<file path="config.mk">
export PLATFORM = sky130hd
export DESIGN_NAME = sbg_top
export DESIGN_NICKNAME = d
export VERILOG_FILES = /design/src/verilog/sbg_pkg.sv /design/src/verilog/sbg_top.sv
export VERILOG_INCLUDE_DIRS = /design/src /design/src/verilog
export SDC_FILE = /design/constraint.sdc
export NUM_CORES = 1
export LEC_CHECK = 0
export BUFFER_PORTS_ARGS = -buffer_cell sky130_fd_sc_hd__buf_2
export CAP_MARGIN = 20
export CORE_MARGIN = 3
export CORE_UTILIZATION = 50
export CTS_BUF_LIST = sky130_fd_sc_hd__clkbuf_8
export DETAILED_ROUTE_END_ITERATION = 7
export PLACE_DENSITY = 0.84
export SLEW_MARGIN = 0
export SYNTH_ARGS = -nofsm -noshare
export SYNTH_HDL_FRONTEND = slang
export SYNTH_SLANG_ARGS = --single-unit
</file>
<file path="constraint.sdc">
create_clock -name clk -period 2.2 [get_ports clk]
set_input_delay 0.33 -clock clk [delete_from_list [all_inputs] [get_ports clk]]
set_output_delay 0.33 -clock clk [all_outputs]
set_load 0.005 [all_outputs]
</file>
<file path="src/verilog/sbg_map.svh">
// Register map, field positions, reset values and timer counts of the baud generator
`ifndef SBG_MAP_SVH
`define SBG_MAP_SVH

// Word indexes on the Avalon-MM slave
`define SBG_IDX_BAUD_CTRL 3'h0
`define SBG_IDX_RX_STAT 3'h1
`define SBG_IDX_DIV_LOW 3'h2
`define SBG_IDX_DIV_HIGH 3'h3
`define SBG_IDX_TX_STAT 3'h4

// Field positions
`define SBG_BRC_WIDE_BIT 3
`define SBG_RSC_ENABLE_BIT 7
`define SBG_TXS_SYNC_BIT 4
`define SBG_TXS_HIGH_SPEED_BIT 2

// Writable bits of each control register
`define SBG_BRC_WMASK 8'h1b
`define SBG_RSC_WMASK 8'hf8
`define SBG_TXS_WMASK 8'hfd

// Reset values
`define SBG_BRC_RESET 8'h00
`define SBG_RSC_RESET 8'h00
`define SBG_TXS_RESET 8'h00
`define SBG_DIV_RESET 8'h00

// Prescaler terminal counts: multiplier minus one
`define SBG_PRE_ASYNC_SLOW8 6'h3f
`define SBG_PRE_ASYNC_MID 6'h0f
`define SBG_PRE_FAST 6'h03

`endif

</file>
<file path="src/verilog/sbg_pkg.sv">
// Types shared by the baud generator
`default_nettype none
package sbg_pkg;

    typedef enum logic {SBG_BUS_IDLE, SBG_BUS_ACK} sbg_bus_t;

    typedef logic [7:0] sbg_byte_t;

endpackage : sbg_pkg
`default_nettype wire

</file>
<file path="src/verilog/sbg_top.sv">
// Baud rate generator with its control registers on an Avalon-MM slave
//
// Notes on behaviour
// 8-bit timer after reset; 16-bit when wide
// Free-running timer; divisor bytes set period
// Async multiplier uses both bits; sync ignores high-speed
// Divisor write clears the timer at once
// Rates 64, 16 or 4 times (n+1)
// Async high speed: 16 narrow, 4 wide
// Software checks idle before changing clock
// Software prefers high speed or wide divider
// Mode bit set means synchronous operation
// Idle flag one when idle, zero receiving
//
// Decided for this implementation: register access over Avalon-MM and the placing of the registers.
`timescale 1ns/1ps
`default_nettype none
`include "sbg_map.svh"

module sbg_top #(
    parameter int DIV_W = 16
) (
    input wire logic clk,
    input wire logic arst_n,
    input wire logic ce,
    input wire logic [2:0] avs_address,
    input wire logic avs_read,
    input wire logic avs_write,
    input wire logic [31:0] avs_writedata,
    input wire logic [3:0] avs_byteenable,
    input wire logic rx_active,
    input wire logic [2:0] rx_status,
    input wire logic abd_overflow,
    input wire logic tsr_empty,
    output logic [31:0] avs_readdata,
    output logic avs_waitrequest,
    output logic baud_tick,
    output logic sync_mode,
    output logic port_enable
);

    // =====================================================
    // Register bus
    // =====================================================
    sbg_pkg::sbg_bus_t bus_st_r;
    sbg_pkg::sbg_bus_t bus_st_nxt;
    logic wait_r;
    logic wait_nxt;
    logic [31:0] rdata_r;
    logic [31:0] rdata_nxt;
    sbg_pkg::sbg_byte_t brc_r;
    sbg_pkg::sbg_byte_t brc_nxt;
    sbg_pkg::sbg_byte_t rsc_r;
    sbg_pkg::sbg_byte_t rsc_nxt;
    sbg_pkg::sbg_byte_t txs_r;
    sbg_pkg::sbg_byte_t txs_nxt;
    sbg_pkg::sbg_byte_t div_lo_r;
    sbg_pkg::sbg_byte_t div_lo_nxt;
    sbg_pkg::sbg_byte_t div_hi_r;
    sbg_pkg::sbg_byte_t div_hi_nxt;
    logic idle_r;
    logic idle_nxt;
    logic commit;
    logic div_wr;
    sbg_pkg::sbg_byte_t rd_val;

    // A write lands only at the edge where waitrequest is seen low
    assign commit = (bus_st_r == sbg_pkg::SBG_BUS_ACK) && avs_write && avs_byteenable[0];

    always_comb
    begin
        rd_val = 8'h00;
        case (avs_address)
            `SBG_IDX_BAUD_CTRL: rd_val = (brc_r & `SBG_BRC_WMASK) | {abd_overflow, idle_r, 6'h00};
            `SBG_IDX_RX_STAT: rd_val = (rsc_r & `SBG_RSC_WMASK) | {5'h00, rx_status};
            `SBG_IDX_DIV_LOW: rd_val = div_lo_r;
            `SBG_IDX_DIV_HIGH: rd_val = div_hi_r;
            `SBG_IDX_TX_STAT: rd_val = (txs_r & `SBG_TXS_WMASK) | {6'h00, tsr_empty, 1'b0};
            default: rd_val = 8'h00;
        endcase
    end

    always_comb
    begin
        bus_st_nxt = bus_st_r;
        wait_nxt = wait_r;
        rdata_nxt = rdata_r;
        case (bus_st_r)
            sbg_pkg::SBG_BUS_IDLE:
            begin
                if (avs_read || avs_write)
                begin
                    bus_st_nxt = sbg_pkg::SBG_BUS_ACK;
                    wait_nxt = 1'b0;
                    rdata_nxt = {24'h000000, rd_val};
                end
            end
            sbg_pkg::SBG_BUS_ACK:
            begin
                bus_st_nxt = sbg_pkg::SBG_BUS_IDLE;
                wait_nxt = 1'b1;
            end
            default:
            begin
                bus_st_nxt = sbg_pkg::SBG_BUS_IDLE;
                wait_nxt = 1'b1;
            end
        endcase
    end

    always_comb
    begin
        brc_nxt = brc_r;
        rsc_nxt = rsc_r;
        txs_nxt = txs_r;
        div_lo_nxt = div_lo_r;
        div_hi_nxt = div_hi_r;
        div_wr = 1'b0;
        if (commit)
        begin
            case (avs_address)
                `SBG_IDX_BAUD_CTRL: brc_nxt = avs_writedata[7:0] & `SBG_BRC_WMASK;
                `SBG_IDX_RX_STAT: rsc_nxt = avs_writedata[7:0] & `SBG_RSC_WMASK;
                `SBG_IDX_TX_STAT: txs_nxt = avs_writedata[7:0] & `SBG_TXS_WMASK;
                `SBG_IDX_DIV_LOW:
                begin
                    div_lo_nxt = avs_writedata[7:0];
                    div_wr = 1'b1;
                end
                `SBG_IDX_DIV_HIGH:
                begin
                    div_hi_nxt = avs_writedata[7:0];
                    div_wr = 1'b1;
                end
                default: div_wr = 1'b0;
            endcase
        end
        // Registered so the read path never sees rx_active directly
        idle_nxt = ~rx_active;
    end

    always_ff @(posedge clk or negedge arst_n)
    begin
        if (!arst_n)
        begin
            bus_st_r <= sbg_pkg::SBG_BUS_IDLE;
            wait_r <= 1'b1;
            rdata_r <= 32'h00000000;
            brc_r <= `SBG_BRC_RESET;
            rsc_r <= `SBG_RSC_RESET;
            txs_r <= `SBG_TXS_RESET;
            div_lo_r <= `SBG_DIV_RESET;
            div_hi_r <= `SBG_DIV_RESET;
            idle_r <= 1'b1;
        end
        else if (ce)
        begin
            bus_st_r <= bus_st_nxt;
            wait_r <= wait_nxt;
            rdata_r <= rdata_nxt;
            brc_r <= brc_nxt;
            rsc_r <= rsc_nxt;
            txs_r <= txs_nxt;
            div_lo_r <= div_lo_nxt;
            div_hi_r <= div_hi_nxt;
            idle_r <= idle_nxt;
        end
    end

    // =====================================================
    // Baud timer
    // =====================================================
    logic [5:0] pre_r;
    logic [5:0] pre_nxt;
    logic [5:0] pre_max;
    logic [DIV_W-1:0] tmr_r;
    logic [DIV_W-1:0] tmr_nxt;
    logic [DIV_W-1:0] div_n;
    logic tick_r;
    logic tick_nxt;
    logic wide;
    logic fast;
    logic is_sync;
    logic spen;

    assign wide = brc_r[`SBG_BRC_WIDE_BIT];
    assign fast = txs_r[`SBG_TXS_HIGH_SPEED_BIT];
    assign is_sync = txs_r[`SBG_TXS_SYNC_BIT];
    assign spen = rsc_r[`SBG_RSC_ENABLE_BIT];

    // Narrow mode leaves the high byte out of the divisor; a write to it still restarts the timer
    assign div_n = wide ? DIV_W'({div_hi_r, div_lo_r}) : DIV_W'(div_lo_r);

    always_comb
    begin
        if (is_sync)
        begin
            pre_max = `SBG_PRE_FAST;
        end
        else
        begin
            case ({wide, fast})
                2'b00: pre_max = `SBG_PRE_ASYNC_SLOW8;
                2'b01: pre_max = `SBG_PRE_ASYNC_MID;
                2'b10: pre_max = `SBG_PRE_ASYNC_MID;
                2'b11: pre_max = `SBG_PRE_FAST;
                default: pre_max = `SBG_PRE_ASYNC_SLOW8;
            endcase
        end
    end

    // Period is (pre_max+1)*(n+1) clocks; one tick per period
    always_comb
    begin
        pre_nxt = pre_r;
        tmr_nxt = tmr_r;
        tick_nxt = 1'b0;
        if (!spen || div_wr)
        begin
            // Held cleared while the port is disabled; restart on a new divisor
            pre_nxt = 6'h00;
            tmr_nxt = '0;
        end
        else if (pre_r >= pre_max)
        begin
            pre_nxt = 6'h00;
            if (tmr_r >= div_n)
            begin
                tmr_nxt = '0;
                tick_nxt = 1'b1;
            end
            else
            begin
                tmr_nxt = tmr_r + 1'b1;
            end
        end
        else
        begin
            pre_nxt = pre_r + 6'h01;
        end
    end

    always_ff @(posedge clk or negedge arst_n)
    begin
        if (!arst_n)
        begin
            pre_r <= 6'h00;
            tmr_r <= '0;
            tick_r <= 1'b0;
        end
        else if (ce)
        begin
            pre_r <= pre_nxt;
            tmr_r <= tmr_nxt;
            tick_r <= tick_nxt;
        end
    end

    // =====================================================
    // Outputs
    // =====================================================
    assign avs_readdata = rdata_r;
    assign avs_waitrequest = wait_r;
    assign baud_tick = tick_r;
    assign sync_mode = txs_r[`SBG_TXS_SYNC_BIT];
    assign port_enable = rsc_r[`SBG_RSC_ENABLE_BIT];

endmodule : sbg_top
`default_nettype wire

</file>
==> summary by stage <==
Layout
The number of nets in the finished design is 555. Of the cells placed in the final design, the portion with a size suffix greater than 1 is 29.10%. The number of antenna diodes is 0. The summed area of non-filler cells in the final layout is 4890 um2. In the layout the commonest cells are 64 x sky130_fd_sc_hd__dfrtp_1, 50 x sky130_fd_sc_hd__nand2_1, 34 x sky130_fd_sc_hd__buf_2. From synthesis to final layout, the design area changed by 20.84%. The library cell used most frequently in the layout, excluding fill and tap cells, is sky130_fd_sc_hd__dfrtp_1.

Worst setup path
The biggest fanout along the worst timing path is 6. The type of origin of the critical path is a flip-flop. Data on the critical path arrives at its endpoint at 2.55 ns. For the worst setup path, the data required time is 2.47 ns.

Counting stages on the worst path, the most repeated cell is sky130_fd_sc_hd__nand3_4. STA classifies the critical path endpoint as a flip-flop. On the worst path, the slowest cell contributes a delay of 0.42 ns.

The highest-delay cell along the critical path is sky130_fd_sc_hd__or3_4. The type of the worst setup path is flip-flop to flip-flop. Traced cell by cell, the critical path runs through or3_4, ha_4, nand3_4, a2bb2oi_4, a211oi_4, nand3_4, buf_6, o211ai_1.

Synthesis
After synthesis the netlist holds a flip-flop and latch count of 66. Averaged over all synthesized cells, the footprint is 9.566 um2. By area, the combinational part of the netlist is dominated by simple AND/OR/NAND/NOR gates. For this run, the number of Yosys warnings is 0.

The post-synthesis cell type count is 56. The commonest register cell after synthesis is sky130_fd_sc_hd__dfrtp_1. The netlist area before placement is 4046 um2. The number of instances in the synthesized netlist is 423. The simple-gate portion of the synthesized area is 17.50%. Of the synthesized area, sequential elements account for 40.88%. The number of enable flip-flop cells after synthesis is 0. The xor/xnor share of the synthesized area is 0.6494%.

The portion of synthesized area spent on multiplexers is 11.41%. The adder and majority cell fraction of the synthesized area is 6.803%. The share of synthesized flip-flops with an asynchronous set or reset is 100.0%. Summing the areas of all compound-gate instances in the mapped netlist gives 14.66% of the synthesized area.

Floorplanning
For this configuration, the core starts out at a cell density of 51.83%. Measured along the y axis, the die boundary spans 95.96 um. The die covers 9208 um2.

The core region is 7807 um2. The number of I/O pins is 86. After floorplanning, the core was divided into 32 placement rows. In this run the horizontal extent of the chip is 95.96 um.

STA
Of the available clock period, the critical path in the final layout requires 103.8%. Derived from the worst setup path, the maximum achievable clock frequency is 438.0 MHz. The number of slew-limit violations in the final report is 0. The worst relative slew slack is 66.93%. The clock arrives with 0.005412 ns of skew. The shortest period the worst path allows is 2.283 ns. The final hold violation count is 0. In the post-route analysis, the smallest setup slack over all paths is -0.08290 ns. The count of endpoints failing setup in the final report is 16.

The actual transition at the worst max-transition pin is 0.4918 ns. Setup repair after global routing could not meet its margin everywhere.

Power
Summing internal, switching and leakage power gives 3444 uW. In this run the power density over the cells is 704.3 nW/um2. Combinational logic is responsible for 19.4% of the overall power.

The analysis attributes to cell leakage a power of 0.002200 uW. The worst vdd rail ir drop is 0.0004366 V. For this design the total switching power over the nets is 945.3 uW. Net switching is 27.45% of the power. The sequential power share is 40.9%.

In this run, the clock network consumes 39.7% of the power. The internal power component is 2498 uW.

Clock tree
The number of clock buffers inserted by TritonCTS is 9. The clock tree from TritonCTS is built. The root buffer selected by CTS is sky130_fd_sc_hd__clkbuf_8. The later pin in the worst-skew pair is clocked with a latency of 0.35 ns. The clock-pin slew on the worst setup and hold paths is 0.07 ns. The number of buffers on the longest clock path is 2. In this run the number of H-tree levels came out at 3.

The tree built by TritonCTS fans out to 66 sinks.

Global routing
Global routing used 21.93% of the available tracks. The total congestion overflow is 0. The via count of the first global-routing pass came to 3407. The largest net degree at the start of global routing is 67. The initial antenna violation count is 0. The first global-routing pass estimated 15710 um of wire.

Placement
Summed over all nets, the half-perimeter wirelength after detailed placement is 6771 um. The post-place instance area is 4414 um2. The placer's final routability congestion estimate is 0.8360. The number of port buffers is 34. The post-placement setup slack is -0.2678 ns.

Outcome
The checks that failed: negative setup slack. The run finished, with violations left.

Routing
The pre-antenna-repair detailed-routing pass consisted of 7 iterations. The average vias per placed instance is 5.907. The total detailed-routing wirelength is 9822 um. The per-cell routed wire length is 16.65 um. The number of remaining DRC errors is 0. The initial detailed-routing violation count is 223. The via count is 3485.

The number of nets still failing antenna checks after routing is 0.

Worst hold path
The path class of the lowest-slack min-delay path is primary input to flip-flop.

Run
Across the run, the number of max-cap violations was 0.
## worst max-delay path: cells and delay by family, from the launching register on
family / cells / cell delay, ns
flops: 1 / 0.40
simple gates: 3 / 0.68
fa+ha+maj: 1 / 0.30
buf+inv: 1 / 0.16
compound gates: 3 / 0.66
## state kept, by name, summed over array words and instances, names as in the netlist
signal / flops
avs_readdata: 8
avs_waitrequest: 1
baud_tick: 1
brc_r: 4
bus_st_r: 1
div_hi_r: 8
div_lo_r: 8
idle_r: 1
pre_r: 6
rsc_r: 5
tmr_r: 16
txs_r: 7
## logic make-up (layout without fill, tap and decap cells)
group                      count (synthesis)  count (layout)
other                                      1              24
AOI/OAI and AO/OA                         95              95
and+or+nand+nor                          135             135
buffers and inverters                     59             101
xor gates and xnor gates                   3               3
adders and majority gates                 22              22
muxes                                     42              42
DFF                                       66              66
## synthesized netlist by cell type (4+ instances only)
master / count / area [um2]
sky130_fd_sc_hd__nor3_1: 10 / 50.05
sky130_fd_sc_hd__nand2b_1: 9 / 56.30
sky130_fd_sc_hd__mux2i_1: 9 / 90.09
sky130_fd_sc_hd__nand2_1: 50 / 187.7
sky130_fd_sc_hd__inv_1: 16 / 60.06
sky130_fd_sc_hd__mux2_2: 29 / 326.6
sky130_fd_sc_hd__clkbuf_1: 12 / 45.04
sky130_fd_sc_hd__buf_2: 4 / 20.02
sky130_fd_sc_hd__o211ai_1: 9 / 67.56
sky130_fd_sc_hd__dfrtp_1: 64 / 1602
sky130_fd_sc_hd__nand4_1: 20 / 125.1
sky130_fd_sc_hd__o21ai_0: 31 / 155.2
sky130_fd_sc_hd__nand3_1: 10 / 50.05
sky130_fd_sc_hd__a21oi_1: 31 / 155.2
sky130_fd_sc_hd__ha_1: 22 / 275.3
sky130_fd_sc_hd__mux2_1: 4 / 45.04
sky130_fd_sc_hd__buf_4: 24 / 180.2
sky130_fd_sc_hd__nor2_1: 16 / 60.06
## final timing paths
kind	startpoint	to	slack (ns)	cells past startpoint
setup / recovery	brc_r[3]	tmr_r[10]	-0.08	8
hold / removal	rx_active	idle_r	0.11	2
setup reg to reg	brc_r[3]	tmr_r[10]	-0.08	8
hold reg to reg	avs_readdata[5]	avs_readdata[5]	0.48	2
max in group asynchronous	arst_n	idle_r	1.38	3
min in group asynchronous	arst_n	avs_readdata[6]	0.51	3
## through the flow
stage	utilization (%)	hold slack (ns)	TNS [ns]	std cells
after CTS	61.52	0.09905	-1.130	587
after floorplan	-	0.03441	0	446
after global routing	62.63	0.09562	-2.612	590
after detailed placement	56.54	0.3803	-3.718	568
final	62.63	0.1070	-0.7570	590
after global placement	56.54	0.3688	-1.875	568
## timing repair
item | 4_1_cts | 5_1_grt
buffers inserted | 2 | 2
gates cloned | 0 | 1
pin swaps | 15 | 10
endpoints found under the setup margin | 22 | 21
hold endpoints to repair | 22 | 0
hold buffers | 1 | 0
resized for setup | 16 | 8
## layout make-up
cell class	instances	area (um2)
fill	565	2918
multi-input combinational	321	2300
sequential	66	1654
timing repair buffer	69	483.0
clock inverter	7	141.4
tap	102	127.6
clock buffer	9	123.9
inverter	16	60.06
## per-layer routing
layer	share of wire [%]	up-vias	GRT usage, %	routed length, um
met1	42	1710	27.78	4112
met2	51	149	36.77	4961
met5	0	-	0	0
met3	5.5	28	4.300	536
li1	-	1598	-	-
met4	2.1	0	8.768	211
## power groups by stage
stage          sequential, uW  combinational, uW  clock [uW]
5_1_grt                  1420                732        1430
6_report                 1410                667        1370
4_1_cts                  1410                627        1380
3_5_place_dp             1430                576           0
3_3_place_gp             1420                547           0
2_1_floorplan            1410                384           0
No activity file was read; power rests on OpenSTA's default activity.
